File: src/vdc_pkg.sv
/*
  vdc_pkg: constants for the video dram host controller.
  assumes a 125 mhz pclk; all timing counts derive from it.
*/
package vdc_pkg;
  // ==========================================================
  // clock and timing
  localparam int CLK_PERIOD_NS   = 8;
  localparam int INIT_PAUSE_US   = 200;
  localparam int INIT_PAUSE_CYC  = (INIT_PAUSE_US * 1000 + CLK_PERIOD_NS - 1) / CLK_PERIOD_NS;
  localparam int INIT_CYCLES     = 8;
  localparam int RSD_FAST_NS     = 80;
  localparam int RSD_SLOW_NS     = 100;
  localparam int RSD_CYC         = (RSD_SLOW_NS + CLK_PERIOD_NS - 1) / CLK_PERIOD_NS;
  localparam int TSL_NS          = 5;
  localparam int TSL_CYC         = (TSL_NS + CLK_PERIOD_NS - 1) / CLK_PERIOD_NS;
  localparam int PHASE_NS        = 40;
  localparam int PHASE_CYC       = (PHASE_NS + CLK_PERIOD_NS - 1) / CLK_PERIOD_NS;
  localparam int SC_HALF_NS      = 16;
  localparam int SC_HALF_CYC     = (SC_HALF_NS + CLK_PERIOD_NS - 1) / CLK_PERIOD_NS;
  // ==========================================================
  // widths
  localparam int ADDR_PINS       = 9;
  localparam int DATA_W          = 4;
  // ==========================================================
  // register offsets (apb, byte addresses)
  localparam logic [7:0] REG_CTRL   = 8'h00;
  localparam logic [7:0] REG_ADDR   = 8'h04;
  localparam logic [7:0] REG_WDATA  = 8'h08;
  localparam logic [7:0] REG_STATUS = 8'h0c;
  localparam logic [7:0] REG_RDATA  = 8'h10;
  // ctrl fields: [2:0] command, [3] go, [7:4] mask, [8] serial enable
  localparam int CTRL_GO_BIT     = 3;
  localparam int CTRL_SE_BIT     = 8;
  localparam logic [31:0] CTRL_RST = 32'h0000_0000;
  // ==========================================================
  // commands
  typedef enum logic [2:0] {
    VDC_CMD_READ   = 3'h0,
    VDC_CMD_WRITE  = 3'h1,
    VDC_CMD_MWRITE = 3'h2,
    VDC_CMD_RDXFER = 3'h3,
    VDC_CMD_WRXFER = 3'h4,
    VDC_CMD_REFR   = 3'h5,
    VDC_CMD_SCLK   = 3'h6,
    VDC_CMD_RMW    = 3'h7
  } vdc_cmd_t;
endpackage : vdc_pkg

File: src/vdc_buf2.sv
/*
  vdc_buf2: two-entry valid/ready buffer.
  assumes a single clock; both sides on pclk.
*/
`timescale 1ns/1ns
`default_nettype none
module vdc_buf2 #(
  parameter int W = 4
) (
  input  wire logic         pclk,
  input  wire logic         presetn,
  input  wire logic         in_valid,
  output logic              in_ready,
  input  wire logic [W-1:0] in_data,
  output logic              out_valid,
  input  wire logic         out_ready,
  output logic [W-1:0]      out_data
);
  logic [W-1:0] mem_ff [2];
  logic         wp_ff;
  logic         rp_ff;
  logic [1:0]   cnt_ff;
  logic         push;
  logic         pop;

  assign in_ready  = (cnt_ff != 2'h2);
  assign out_valid = (cnt_ff != 2'h0);
  assign out_data  = mem_ff[rp_ff];
  assign push      = in_valid && in_ready;
  assign pop       = out_valid && out_ready;

  always_ff @(posedge pclk or negedge presetn) begin
    if (!presetn) begin
      wp_ff  <= 1'b0;
      rp_ff  <= 1'b0;
      cnt_ff <= 2'h0;
    end else begin
      if (push) wp_ff <= ~wp_ff;
      if (pop) rp_ff <= ~rp_ff;
      cnt_ff <= cnt_ff + {1'b0, push} - {1'b0, pop};
    end
  end

  always_ff @(posedge pclk) begin
    if (push) mem_ff[wp_ff] <= in_data;
  end
endmodule : vdc_buf2
`default_nettype wire

File: src/vdc_host.sv
/*
  vdc_host: apb-controlled host that sequences strobes of a dual-port video dram.
  assumes the dram sits on the pin ports; software orders cycles over apb.
*/
`timescale 1ns/1ns
`default_nettype none
module vdc_host (
  input  wire logic        pclk,
  input  wire logic        presetn,
  input  wire logic        psel,
  input  wire logic        penable,
  input  wire logic        pwrite,
  input  wire logic [7:0]  paddr,
  input  wire logic [31:0] pwdata,
  output logic [31:0]      prdata,
  output logic             pready,
  output logic             pslverr,
  output logic             row_strobe_n,
  output logic             col_strobe_n,
  output logic             transfer_or_output_enable_n,
  output logic             write_mask_or_write_enable_n,
  output logic             serial_enable_n,
  output logic             serial_clock,
  output logic [8:0]       multiplexed_address_pins,
  input  wire logic [3:0]  mask_and_data_pins_in,
  output logic [3:0]       mask_and_data_pins_out,
  output logic             mask_and_data_pins_oe
);
  // ==========================================================
  // state
  typedef enum logic [3:0] {
    ST_PAUSE, ST_INIT_RAS, ST_INIT_SC, ST_IDLE, ST_ROW, ST_COL, ST_WE, ST_SC, ST_END, ST_PRE
  } vdc_state_t;
  vdc_state_t  state_ff;
  logic [31:0] ctrl_ff;
  logic [17:0] addr_ff;
  logic [3:0]  wdata_ff;
  logic [15:0] cnt_ff;
  logic [4:0]  rep_ff;
  logic        busy_ff;
  logic        sio_out_ff;
  logic [8:0]  ptr_ff;
  logic [3:0]  din_s1_ff;
  logic [3:0]  din_s2_ff;
  logic        cap_valid;
  logic        rd_valid;
  logic        rd_pop;
  logic [3:0]  rd_data;
  logic        cnt_done;
  logic        col_first;
  vdc_pkg::vdc_cmd_t cmd;
  logic        wr_en;
  logic        rd_en;

  assign cmd      = vdc_pkg::vdc_cmd_t'(ctrl_ff[2:0]);
  assign cnt_done = (cnt_ff == 16'h0000);
  // first column-phase cycle: row half already latched by the dram
  assign col_first = (state_ff == ST_COL) &&
                     (cnt_ff == ((cmd == vdc_pkg::VDC_CMD_RDXFER) ?
                                 16'(vdc_pkg::RSD_CYC) : 16'(vdc_pkg::PHASE_CYC)));
  // ==========================================================
  // apb slave, zero wait states
  assign pready  = 1'b1;
  assign pslverr = 1'b0;
  assign wr_en   = psel && penable && pwrite;
  assign rd_en   = psel && penable && !pwrite;
  assign rd_pop  = rd_en && (paddr == vdc_pkg::REG_RDATA);

  always_ff @(posedge pclk or negedge presetn) begin
    if (!presetn) begin
      ctrl_ff  <= vdc_pkg::CTRL_RST;
      addr_ff  <= 18'h00000;
      wdata_ff <= 4'h0;
    end else begin
      if (wr_en && paddr == vdc_pkg::REG_CTRL && !busy_ff) ctrl_ff <= pwdata;
      else if (state_ff == ST_ROW || state_ff == ST_SC) ctrl_ff[vdc_pkg::CTRL_GO_BIT] <= 1'b0;
      if (wr_en && paddr == vdc_pkg::REG_ADDR) addr_ff <= pwdata[17:0];
      if (wr_en && paddr == vdc_pkg::REG_WDATA) wdata_ff <= pwdata[3:0];
    end
  end

  always_comb begin
    prdata = 32'h0000_0000;
    unique case (paddr)
      vdc_pkg::REG_CTRL:   prdata = ctrl_ff;
      vdc_pkg::REG_ADDR:   prdata = {14'h0000, addr_ff};
      vdc_pkg::REG_WDATA:  prdata = {28'h0000000, wdata_ff};
      vdc_pkg::REG_STATUS: prdata = {20'h00000, ptr_ff, sio_out_ff, rd_valid, busy_ff};
      vdc_pkg::REG_RDATA:  prdata = {27'h0000000, rd_valid, rd_data};
      default:             prdata = 32'h0000_0000;
    endcase
  end
  // ==========================================================
  // pin input synchroniser, read data buffered for the apb side
  always_ff @(posedge pclk or negedge presetn) begin
    if (!presetn) begin
      din_s1_ff <= 4'h0;
      din_s2_ff <= 4'h0;
    end else begin
      din_s1_ff <= mask_and_data_pins_in;
      din_s2_ff <= din_s1_ff;
    end
  end
  // capture late in the column phase, after access time has passed
  assign cap_valid = (state_ff == ST_COL) && cnt_done &&
                     (cmd == vdc_pkg::VDC_CMD_READ || cmd == vdc_pkg::VDC_CMD_RMW);

  vdc_buf2 #(.W(4)) u_rdbuf (
    .pclk      (pclk),
    .presetn   (presetn),
    .in_valid  (cap_valid),
    .in_ready  (),
    .in_data   (din_s2_ff),
    .out_valid (rd_valid),
    .out_ready (rd_pop),
    .out_data  (rd_data)
  );
  // ==========================================================
  // cycle sequencer
  always_ff @(posedge pclk or negedge presetn) begin
    if (!presetn) begin
      state_ff <= ST_PAUSE;
      cnt_ff   <= 16'(vdc_pkg::INIT_PAUSE_CYC);
      rep_ff   <= 5'h00;
      busy_ff  <= 1'b1;
    end else begin
      if (!cnt_done) cnt_ff <= cnt_ff - 16'h0001;
      unique case (state_ff)
        ST_PAUSE: if (cnt_done) begin
          state_ff <= ST_INIT_RAS;
          cnt_ff   <= 16'(vdc_pkg::PHASE_CYC);
          rep_ff   <= 5'(vdc_pkg::INIT_CYCLES);
        end
        ST_INIT_RAS: if (cnt_done) begin
          cnt_ff <= 16'(vdc_pkg::PHASE_CYC);
          if (!row_strobe_n && rep_ff == 5'h01) begin
            state_ff <= ST_INIT_SC;
            // two toggles per serial clock; five bits so sixteen fits
            rep_ff   <= 5'(2 * vdc_pkg::INIT_CYCLES);
          end else if (!row_strobe_n) rep_ff <= rep_ff - 5'h01;
        end
        ST_INIT_SC: if (cnt_done) begin
          cnt_ff <= 16'(vdc_pkg::SC_HALF_CYC);
          rep_ff <= rep_ff - 5'h01;
          if (rep_ff == 5'h01) begin
            state_ff <= ST_IDLE;
            busy_ff  <= 1'b0;
          end
        end
        ST_IDLE: if (ctrl_ff[vdc_pkg::CTRL_GO_BIT] && rd_valid == 1'b0) begin
          busy_ff  <= 1'b1;
          state_ff <= (cmd == vdc_pkg::VDC_CMD_SCLK) ? ST_SC : ST_ROW;
          cnt_ff   <= 16'(vdc_pkg::PHASE_CYC);
          rep_ff   <= 5'h01;
        end
        ST_ROW: if (cnt_done) begin
          state_ff <= (cmd == vdc_pkg::VDC_CMD_REFR) ? ST_END : ST_COL;
          cnt_ff   <= (cmd == vdc_pkg::VDC_CMD_RDXFER) ?
                      16'(vdc_pkg::RSD_CYC) : 16'(vdc_pkg::PHASE_CYC);
        end
        ST_COL: if (cnt_done) begin
          state_ff <= (cmd == vdc_pkg::VDC_CMD_RMW) ? ST_WE : ST_END;
          cnt_ff   <= 16'(vdc_pkg::PHASE_CYC);
        end
        ST_WE: if (cnt_done) begin
          state_ff <= ST_END;
          cnt_ff   <= 16'(vdc_pkg::PHASE_CYC);
        end
        ST_SC: if (cnt_done) begin
          cnt_ff <= 16'(vdc_pkg::SC_HALF_CYC);
          if (serial_clock) begin
            state_ff <= ST_PRE;
            cnt_ff   <= 16'(vdc_pkg::TSL_CYC);
          end
        end
        ST_END: if (cnt_done) begin
          state_ff <= ST_PRE;
          cnt_ff   <= 16'(vdc_pkg::PHASE_CYC);
        end
        ST_PRE: if (cnt_done) begin
          state_ff <= ST_IDLE;
          busy_ff  <= 1'b0;
        end
      endcase
    end
  end
  // ==========================================================
  // pin drive
  always_ff @(posedge pclk or negedge presetn) begin
    if (!presetn) begin
      row_strobe_n                 <= 1'b1;
      col_strobe_n                 <= 1'b1;
      transfer_or_output_enable_n  <= 1'b1;
      write_mask_or_write_enable_n <= 1'b1;
      serial_enable_n              <= 1'b1;
      serial_clock                 <= 1'b0;
      multiplexed_address_pins     <= 9'h000;
      mask_and_data_pins_out       <= 4'h0;
      mask_and_data_pins_oe        <= 1'b0;
    end else begin
      serial_enable_n <= ~ctrl_ff[vdc_pkg::CTRL_SE_BIT];
      unique case (state_ff)
        ST_INIT_RAS: if (cnt_done) begin
          row_strobe_n                <= ~row_strobe_n;
          transfer_or_output_enable_n <= 1'b1;
        end
        ST_INIT_SC: if (cnt_done) serial_clock <= ~serial_clock;
        ST_IDLE: if (ctrl_ff[vdc_pkg::CTRL_GO_BIT] && rd_valid == 1'b0) begin
          multiplexed_address_pins <= addr_ff[17:9];
          col_strobe_n <= (cmd != vdc_pkg::VDC_CMD_REFR);
          transfer_or_output_enable_n <= !(cmd == vdc_pkg::VDC_CMD_RDXFER ||
                                           cmd == vdc_pkg::VDC_CMD_WRXFER);
          write_mask_or_write_enable_n <= !(cmd == vdc_pkg::VDC_CMD_MWRITE ||
                                            cmd == vdc_pkg::VDC_CMD_WRXFER);
          mask_and_data_pins_out <= ctrl_ff[7:4];
          mask_and_data_pins_oe  <= (cmd == vdc_pkg::VDC_CMD_MWRITE);
        end
        // only the strobe moves here: other pins would race the latch
        ST_ROW: if (cnt_done) row_strobe_n <= 1'b0;
        ST_COL: if (cnt_done) begin
          col_strobe_n <= (cmd == vdc_pkg::VDC_CMD_RMW) ? 1'b0 : 1'b1;
          if (cmd == vdc_pkg::VDC_CMD_RMW) begin
            // data settles two cycles before the late write enable
            transfer_or_output_enable_n <= 1'b1;
            mask_and_data_pins_out      <= wdata_ff;
            mask_and_data_pins_oe       <= 1'b1;
          end
        end else if (col_first) begin
          multiplexed_address_pins <= addr_ff[8:0];
          // early write: enable low one cycle ahead of column strobe
          write_mask_or_write_enable_n <= !(cmd == vdc_pkg::VDC_CMD_WRITE ||
                                            cmd == vdc_pkg::VDC_CMD_MWRITE ||
                                            cmd == vdc_pkg::VDC_CMD_WRXFER);
          mask_and_data_pins_out <= wdata_ff;
          mask_and_data_pins_oe  <= (cmd == vdc_pkg::VDC_CMD_WRITE ||
                                     cmd == vdc_pkg::VDC_CMD_MWRITE);
          transfer_or_output_enable_n <= !(cmd == vdc_pkg::VDC_CMD_READ ||
                                           cmd == vdc_pkg::VDC_CMD_RMW ||
                                           cmd == vdc_pkg::VDC_CMD_RDXFER ||
                                           cmd == vdc_pkg::VDC_CMD_WRXFER);
        end else begin
          col_strobe_n <= 1'b0;
        end
        ST_WE: if (cnt_ff == 16'(vdc_pkg::PHASE_CYC - 1)) begin
          write_mask_or_write_enable_n <= 1'b0;
        end
        ST_SC: if (cnt_done) serial_clock <= ~serial_clock;
        ST_END: if (cnt_done) begin
          row_strobe_n                 <= 1'b1;
          col_strobe_n                 <= 1'b1;
          transfer_or_output_enable_n  <= 1'b1;
          write_mask_or_write_enable_n <= 1'b1;
          mask_and_data_pins_oe        <= 1'b0;
        end
        default: ;
      endcase
    end
  end
  // ==========================================================
  // serial pointer and direction shadows
  always_ff @(posedge pclk or negedge presetn) begin
    if (!presetn) begin
      ptr_ff     <= 9'h000;
      sio_out_ff <= 1'b1;
    end else begin
      if (state_ff == ST_SC && cnt_done && !serial_clock)
        ptr_ff <= ptr_ff + 9'h001;
      if (state_ff == ST_ROW && cnt_done) begin
        if (cmd == vdc_pkg::VDC_CMD_RDXFER) begin
          sio_out_ff <= 1'b1;
          ptr_ff     <= addr_ff[8:0];
        end else if (cmd == vdc_pkg::VDC_CMD_WRXFER) begin
          sio_out_ff <= 1'b0;
          ptr_ff     <= addr_ff[8:0];
        end
      end
    end
  end

  // cycles since a read transfer's row strobe fell, saturating
  logic [4:0]  rsd_gap_ff;
  always_ff @(posedge pclk or negedge presetn) begin
    if (!presetn) begin
      rsd_gap_ff <= 5'h1f;
    end else if (state_ff == ST_ROW && cnt_done && cmd == vdc_pkg::VDC_CMD_RDXFER) begin
      rsd_gap_ff <= 5'h00;
    end else if (rsd_gap_ff != 5'h1f) begin
      rsd_gap_ff <= rsd_gap_ff + 5'h01;
    end
  end
endmodule : vdc_host
`default_nettype wire

File: config.mk
export PLATFORM = sky130hd
export DESIGN_NAME = vdc_host
export DESIGN_NICKNAME = d
export VERILOG_FILES = /design/src/vdc_pkg.sv /design/src/vdc_buf2.sv /design/src/vdc_host.sv
export SDC_FILE = /design/constraint.sdc
export NUM_CORES = 1
export LEC_CHECK = 0
export BUFFER_PORTS_ARGS = -buffer_cell sky130_fd_sc_hd__buf_2
export CORE_MARGIN = 2
export CORE_UTILIZATION = 48
export DETAILED_ROUTE_END_ITERATION = 10
export GPL_ROUTABILITY_DRIVEN = 0
export PLACE_DENSITY = 0.71
export SLEW_MARGIN = 20
export SYNTH_ARGS = -nofsm -noshare
export SYNTH_HDL_FRONTEND = slang
export SYNTH_HIERARCHICAL = 1
export SYNTH_SLANG_ARGS = --single-unit
File: constraint.sdc
create_clock -name pclk -period 3.5 [get_ports pclk]
set_input_delay 0.175 -clock pclk [delete_from_list [all_inputs] [get_ports pclk]]
set_output_delay 0.175 -clock pclk [all_outputs]
set_load 0.02 [all_outputs]
### Word level (Yosys, flattened, before mapping)

Memory sizes are Yosys's and may differ from the RTL's.
Index checks and enable logic that the tools add are counted.

| storage, ports and cells | value |
|---|---|
| memories | 1 |
| word-level logic and storage cells | 225 |
| RAM bits | 8 |
| output and inout port bits | 54 |
| bits in registers | 122 |

Memories:

| memory | depth | bits a word | rd ports | clocked after memory_dff | wr ports | line | RTL |
|---|---|---|---|---|---|---|---|
| u_rdbuf.mem_ff | 2 | 4 | 1 | 0 | 1 | vdc_buf2.sv:19 | `logic [W-1:0] mem_ff [2];` |

| operators by class | value |
|---|---|
| equality and inequality tests | 46 |
| reductions and logical operators | 63 |
| $add $sub $neg | 5 |
| mux-type cells | 80 |
| bitwise operators | 6 |

Operator list:

| kind | count |
|---|---|
| $pmux W32 S5 | 1 |
| $mux W16 | 6 |
| $mux W4 | 20 |
| $pmux W16 S5 | 1 |
| $mux W9 | 7 |
| $pmux W4 S10 | 1 |
| $ne A2 B2 Y1 const B | 17 |
| $mux W5 | 6 |
| $mux W1 | 27 |
| $pmux W5 S4 | 1 |
| $logic_and A1 B1 Y1 | 18 |
| $pmux W9 S2 | 1 |
| $eq A16 B16 Y1 | 1 |
| $eq A16 B3 Y1 const B | 1 |
| $eq A4 B3 Y1 const B | 4 |
| $eq A8 B4 Y1 const B | 2 |
| $logic_not A16 Y1 | 1 |
| $reduce_and A4 Y1 | 4 |
| $sub A16 B1 Y16 const B | 1 |
| $pmux W1 S3 | 5 |
| $reduce_and A5 Y1 | 3 |
| $reduce_and A13 Y1 | 1 |
| $eq A3 B3 Y1 const B | 4 |
| $ne A3 B3 Y1 const B | 4 |
| 30 further kinds | 63 |

### Logic depth before layout (Yosys ltp)

| depth | value |
|---|---|
| depth in word-level cells | 8 |
| mapped depth | 14 |
| gate-level depth less buffers | 12 |

### Cells and area by module

The synthesis kept the hierarchy.

By module, submodules not included:

| module | cells each | times used | area an instance (µm²) |
|---|---|---|---|
| vdc_host | 605 | 1 | 6,243.5 |
| vdc_buf2 | 29 | 1 | 484.2 |

### Worst setup path after synthesis

Ideal clock, no wire load.

| timing | value |
|---|---|
| path type | register to register |
| from | reg cnt_ff[0] (netlist name) |
| to | reg u_rdbuf.cnt_ff[1] |
| data arrival time | 2,633 ps |
| slack | 745 ps |
| cell stages (with the launch flop) | 15 |
| clock period less this slack | 2,755 ps |
| setup time | 123 ps |
| cell sequence | dfrtp_1 -> inv_1 -> ha_1 -> nor3b_2 -> and4_4 -> inv_2 -> clkbuf_1 -> clkbuf_1 -> nor2_1 -> nand2_1 -> ha_1 -> inv_1 -> ha_1 -> xnor2_1 -> xnor2_1 |

RTL lines:

| what | line | RTL |
|---|---|---|
| to (signal assigned) | vdc_buf2.sv:40 | `cnt_ff <= cnt_ff + {1'b0, push} - {1'b0, pop};` |
| to (decl) | vdc_buf2.sv:22 | `logic [1:0] cnt_ff;` |

==> flow_metrics.py <==
metrics = {
    "run_status": {
        "status": "completed",
    },
    "cts": {
        "cts_resized": 0,
        "post-cts-setup-buffers": 0,
        "cts-root-buf": "clkbuf_16",
        "numCtsBuffers": 17,
        "cts_tree": "done",
        "htree_levels": 4,
        "cts.clk_slew.worst_paths_ns": 0.06,
        "ctsHoldBuffers": 28,
        "cts.sinks": 130,
        "clockBufferDepth": 2,
        "clk_latency_ns": 0.42,
    },
    "synthesis": {
        "yosys.area.top_type_share_pct": 40.5,
        "yosys-top-cells-area": "dfrtp_1 (41%), mux2_2 (12%), dfstp_2 (5.1%)",
        "syn-cell-area_um2": 6730,
        "synth_top_flop_cell": "dfrtp_1",
        "syn_inst": 634,
        "seq_area_frac_synth_pct": 49.2,
        "syn_nets": 692,
        "synth-edff-count": 8,
        "ys_types": 76,
        "yosys-top-cells-count": "dfrtp_1 (109), mux2_2 (74), nand2_1 (67)",
        "synthArstFlopShare_pct": 93.8,
        "syn_area_per_cell_um2": 10.6,
        "ys_warn_count": 6,
        "synth.largest_area_cell": "dfrtp_1",
        "synth.most_common_cell": "dfrtp_1",
        "synth.ff_latch_count": 130,
    },
    "min_path": {
        "hold_depth": 2,
        "hp-class": "in -> reg",
        "hold_start": "pwdata[14]",
    },
    "setup_path": {
        "path_class": "reg -> reg",
        "path_cells": "inv_1 -> ha_1 -> nor3b_2 -> and4_4 -> inv_2 -> nor2_1 -> nand2_1 -> ha_1 -> inv_1 -> ha_1 -> xnor2_1 -> xnor2_1",
        "cpLargestDelayFamily": "simple AND/OR/NAND/NOR gates",
        "end_kind": "register",
        "cp.arrival_ns": 3.32,
        "cp.required_ns": 3.83,
        "cp-start-kind": "register",
        "crit_fanout": 25,
        "crit_path_top_delay_cell": "and4_4",
        "r2r-start": "cnt_ff[0]$_DFF_PN0_",
        "cp.depth": 12,
        "slowest_delay_ns": 0.45,
        "crit_start": "cnt_ff[0]$_DFF_PN0_",
        "rr_worst_depth": 12,
        "path_buf_inv": 3,
        "critPathMostFrequentCell": "ha_1",
    },
    "global_routing": {
        "track_usage_pct": 24.1,
        "grt_max_degree": 65,
        "gr-total-overflow": 0,
        "grt_pass1_wl_um": 27800,
        "busiest_layer": "met2",
        "antenna_found_initial": 0,
        "grt_pass1_vias": 5474,
        "use_met2_pct": 40.2,
        "use_met1_pct": 31.1,
        "grt_use_met3_pct": 6.09,
    },
    "route": {
        "ant_nets": 0,
        "wl_per_cell_um": 18.0,
        "viasPerCell": 5.79,
        "vias": 5509,
        "drt-pass1-iter-count": 7,
        "remaining_drc_errors": 0,
        "drt_iter0_markers": 635,
        "wl_um": 17200,
    },
    "sta": {
        "tns_ns": 0,
        "slew_headroom_pct": 25.7,
        "fin_crit_ns": 2.99,
        "tightest_slew_ns": 1.11,
        "fin_crit_sh_pct": 85.4,
        "fmax_mhz": 335,
        "setup_viol_count_final": 0,
        "drv_slew": 0,
        "rsz0062_at_grt": "false",
        "finalHoldViolations": 0,
        "skew_ns": 0.00694,
    },
    "finish": {
        "num-fill-cells": 1178,
        "finalNonFillerCells": 952,
        "finalNetCount": 817,
        "diodes": 0,
        "area_growth_syn_to_layout_pct": 23.1,
        "drive_gt1_share_pct": 32.5,
    },
    "die": {
        "rows": 43,
        "dieArea_um2": 15000,
        "die-height_um": 122,
        "core_um2": 13800,
        "die-width_um": 122,
        "start_util_pct": 48.8,
        "io_pins": 103,
    },
    "power_and_ir_drop": {
        "vdd_ir_drop_max_uv": 581,
        "leakagePower_nw": 4.05,
        "power_density_nw_per_um2": 411,
    },
    "placed_design": {
        "dp_cells": 892,
        "place_hpwl_um": 11700,
        "io_buffers": 100,
    },
    "flow_run": {
        "maxCapViolations": 0,
    },
}
[sequential cells by signal, indices dropped and copies added (netlist names), 2 cells and up]
| register | flops |
|---|---|
| u_rdbuf/cnt_ff | 2 |
| addr_ff | 18 |
| ptr_ff | 9 |
| mask_and_data_pins_out | 4 |
| rep_ff | 5 |
| u_rdbuf/mem_ff | 8 |
| state_ff | 4 |
| cnt_ff | 16 |
| wdata_ff | 4 |
| ctrl_ff | 32 |
| din_s1_ff | 4 |
| din_s2_ff | 4 |
| multiplexed_address_pins | 9 |
[power breakdown]
| group | total (W) | leakage, nW | switching (W) | internal (W) |
|---|---|---|---|---|
| Sequential | 0.00154 | 1.68 | 0.0000118 | 0.00153 |
| Combinational | 0.000112 | 2.09 | 0.0000572 | 0.0000548 |
| Clock | 0.00175 | 0.282 | 0.000690 | 0.00106 |
| Total | 0.00340 | 4.05 | 0.000759 | 0.00264 |
[layout make-up]
class                      count  area, um^2  area share (%)
clock buffer                  18         429            5.18
inverter                      17        63.8           0.770
timing repair buffer         141         893            10.8
sequential                   130        3310            40.0
clock inverter                14         151            1.83
multi-input combinational    452        3210            38.8
tap                          180         225            2.72
[metrics by stage]
step	hold slack, ns	total power (W)	area, um^2	util (%)	setup WS (ns)
2_1_floorplan	-0.121	0.00159	6730	-	0.745
3_3_place_gp	0.278	0.00165	7420	53.9	0.659
3_5_place_dp	0.284	0.00166	7420	53.9	0.527
4_1_cts	0.000775	0.00342	8280	60.1	0.502
5_1_grt	0.00294	0.00352	8280	60.1	0.276
6_report	0.0146	0.00340	8280	60.1	0.513
[layer usage]
layer	part of all wire (%)	up-vias	wire length (um)
met3	7.0	22	1200
met4	1.6	0	278
met2	49	226	8470
met5	0	-	0
li1	-	2550	-
met1	42	2711	7230
[cell families (layout without fill, tap and decap cells)]
| group | count (synthesis) | after routing | share of synthesized area, % |
|---|---|---|---|
| and+or+nand+nor | 224 | 224 | 17.6 |
| xor gates and xnor gates | 22 | 22 | 2.86 |
| AOI/OAI and AO/OA | 117 | 117 | 12.4 |
| muxes | 78 | 78 | 13.0 |
| other | 2 | 2 | 0.112 |
| adders and majority gates | 9 | 9 | 1.67 |
| DFF | 130 | 130 | 49.2 |
| buffers and inverters | 52 | 190 | 3.18 |
[final timing paths]
check | end | slack [ns]
worst max register to register | u_rdbuf/cnt_ff[1]$_DFF_PN0_ | 0.51
max in group asynchronous | busy_ff$_DFFE_PN1P_ | 2.31
worst min register to register | din_s2_ff[2]$_DFF_PN0_ | 0.36
worst max-delay path | u_rdbuf/cnt_ff[1]$_DFF_PN0_ | 0.51
min in group asynchronous | rep_ff[2]$_DFFE_PN0P_ | 0.38
worst min-delay path | ctrl_ff[14]$_DFFE_PN0P_ | 0.01
[cell usage in the layout, fill, tap and decap left out, types with 11 or more instances in the layout]
cell / instances
nand2_1: 67
dlygate4sd3_1: 28
o21ai_0: 24
nand3_1: 12
a21oi_1: 23
nand2b_1: 11
mux2_2: 74
clkbuf_16: 17
nor2_1: 47
buf_4: 13
buf_2: 99
and2_1: 18
nor3_1: 15
dfrtp_1: 109
a222oi_1: 12
xor2_1: 12
inv_1: 16
dfstp_2: 13
No activity file was read; power rests on OpenSTA's default activity.
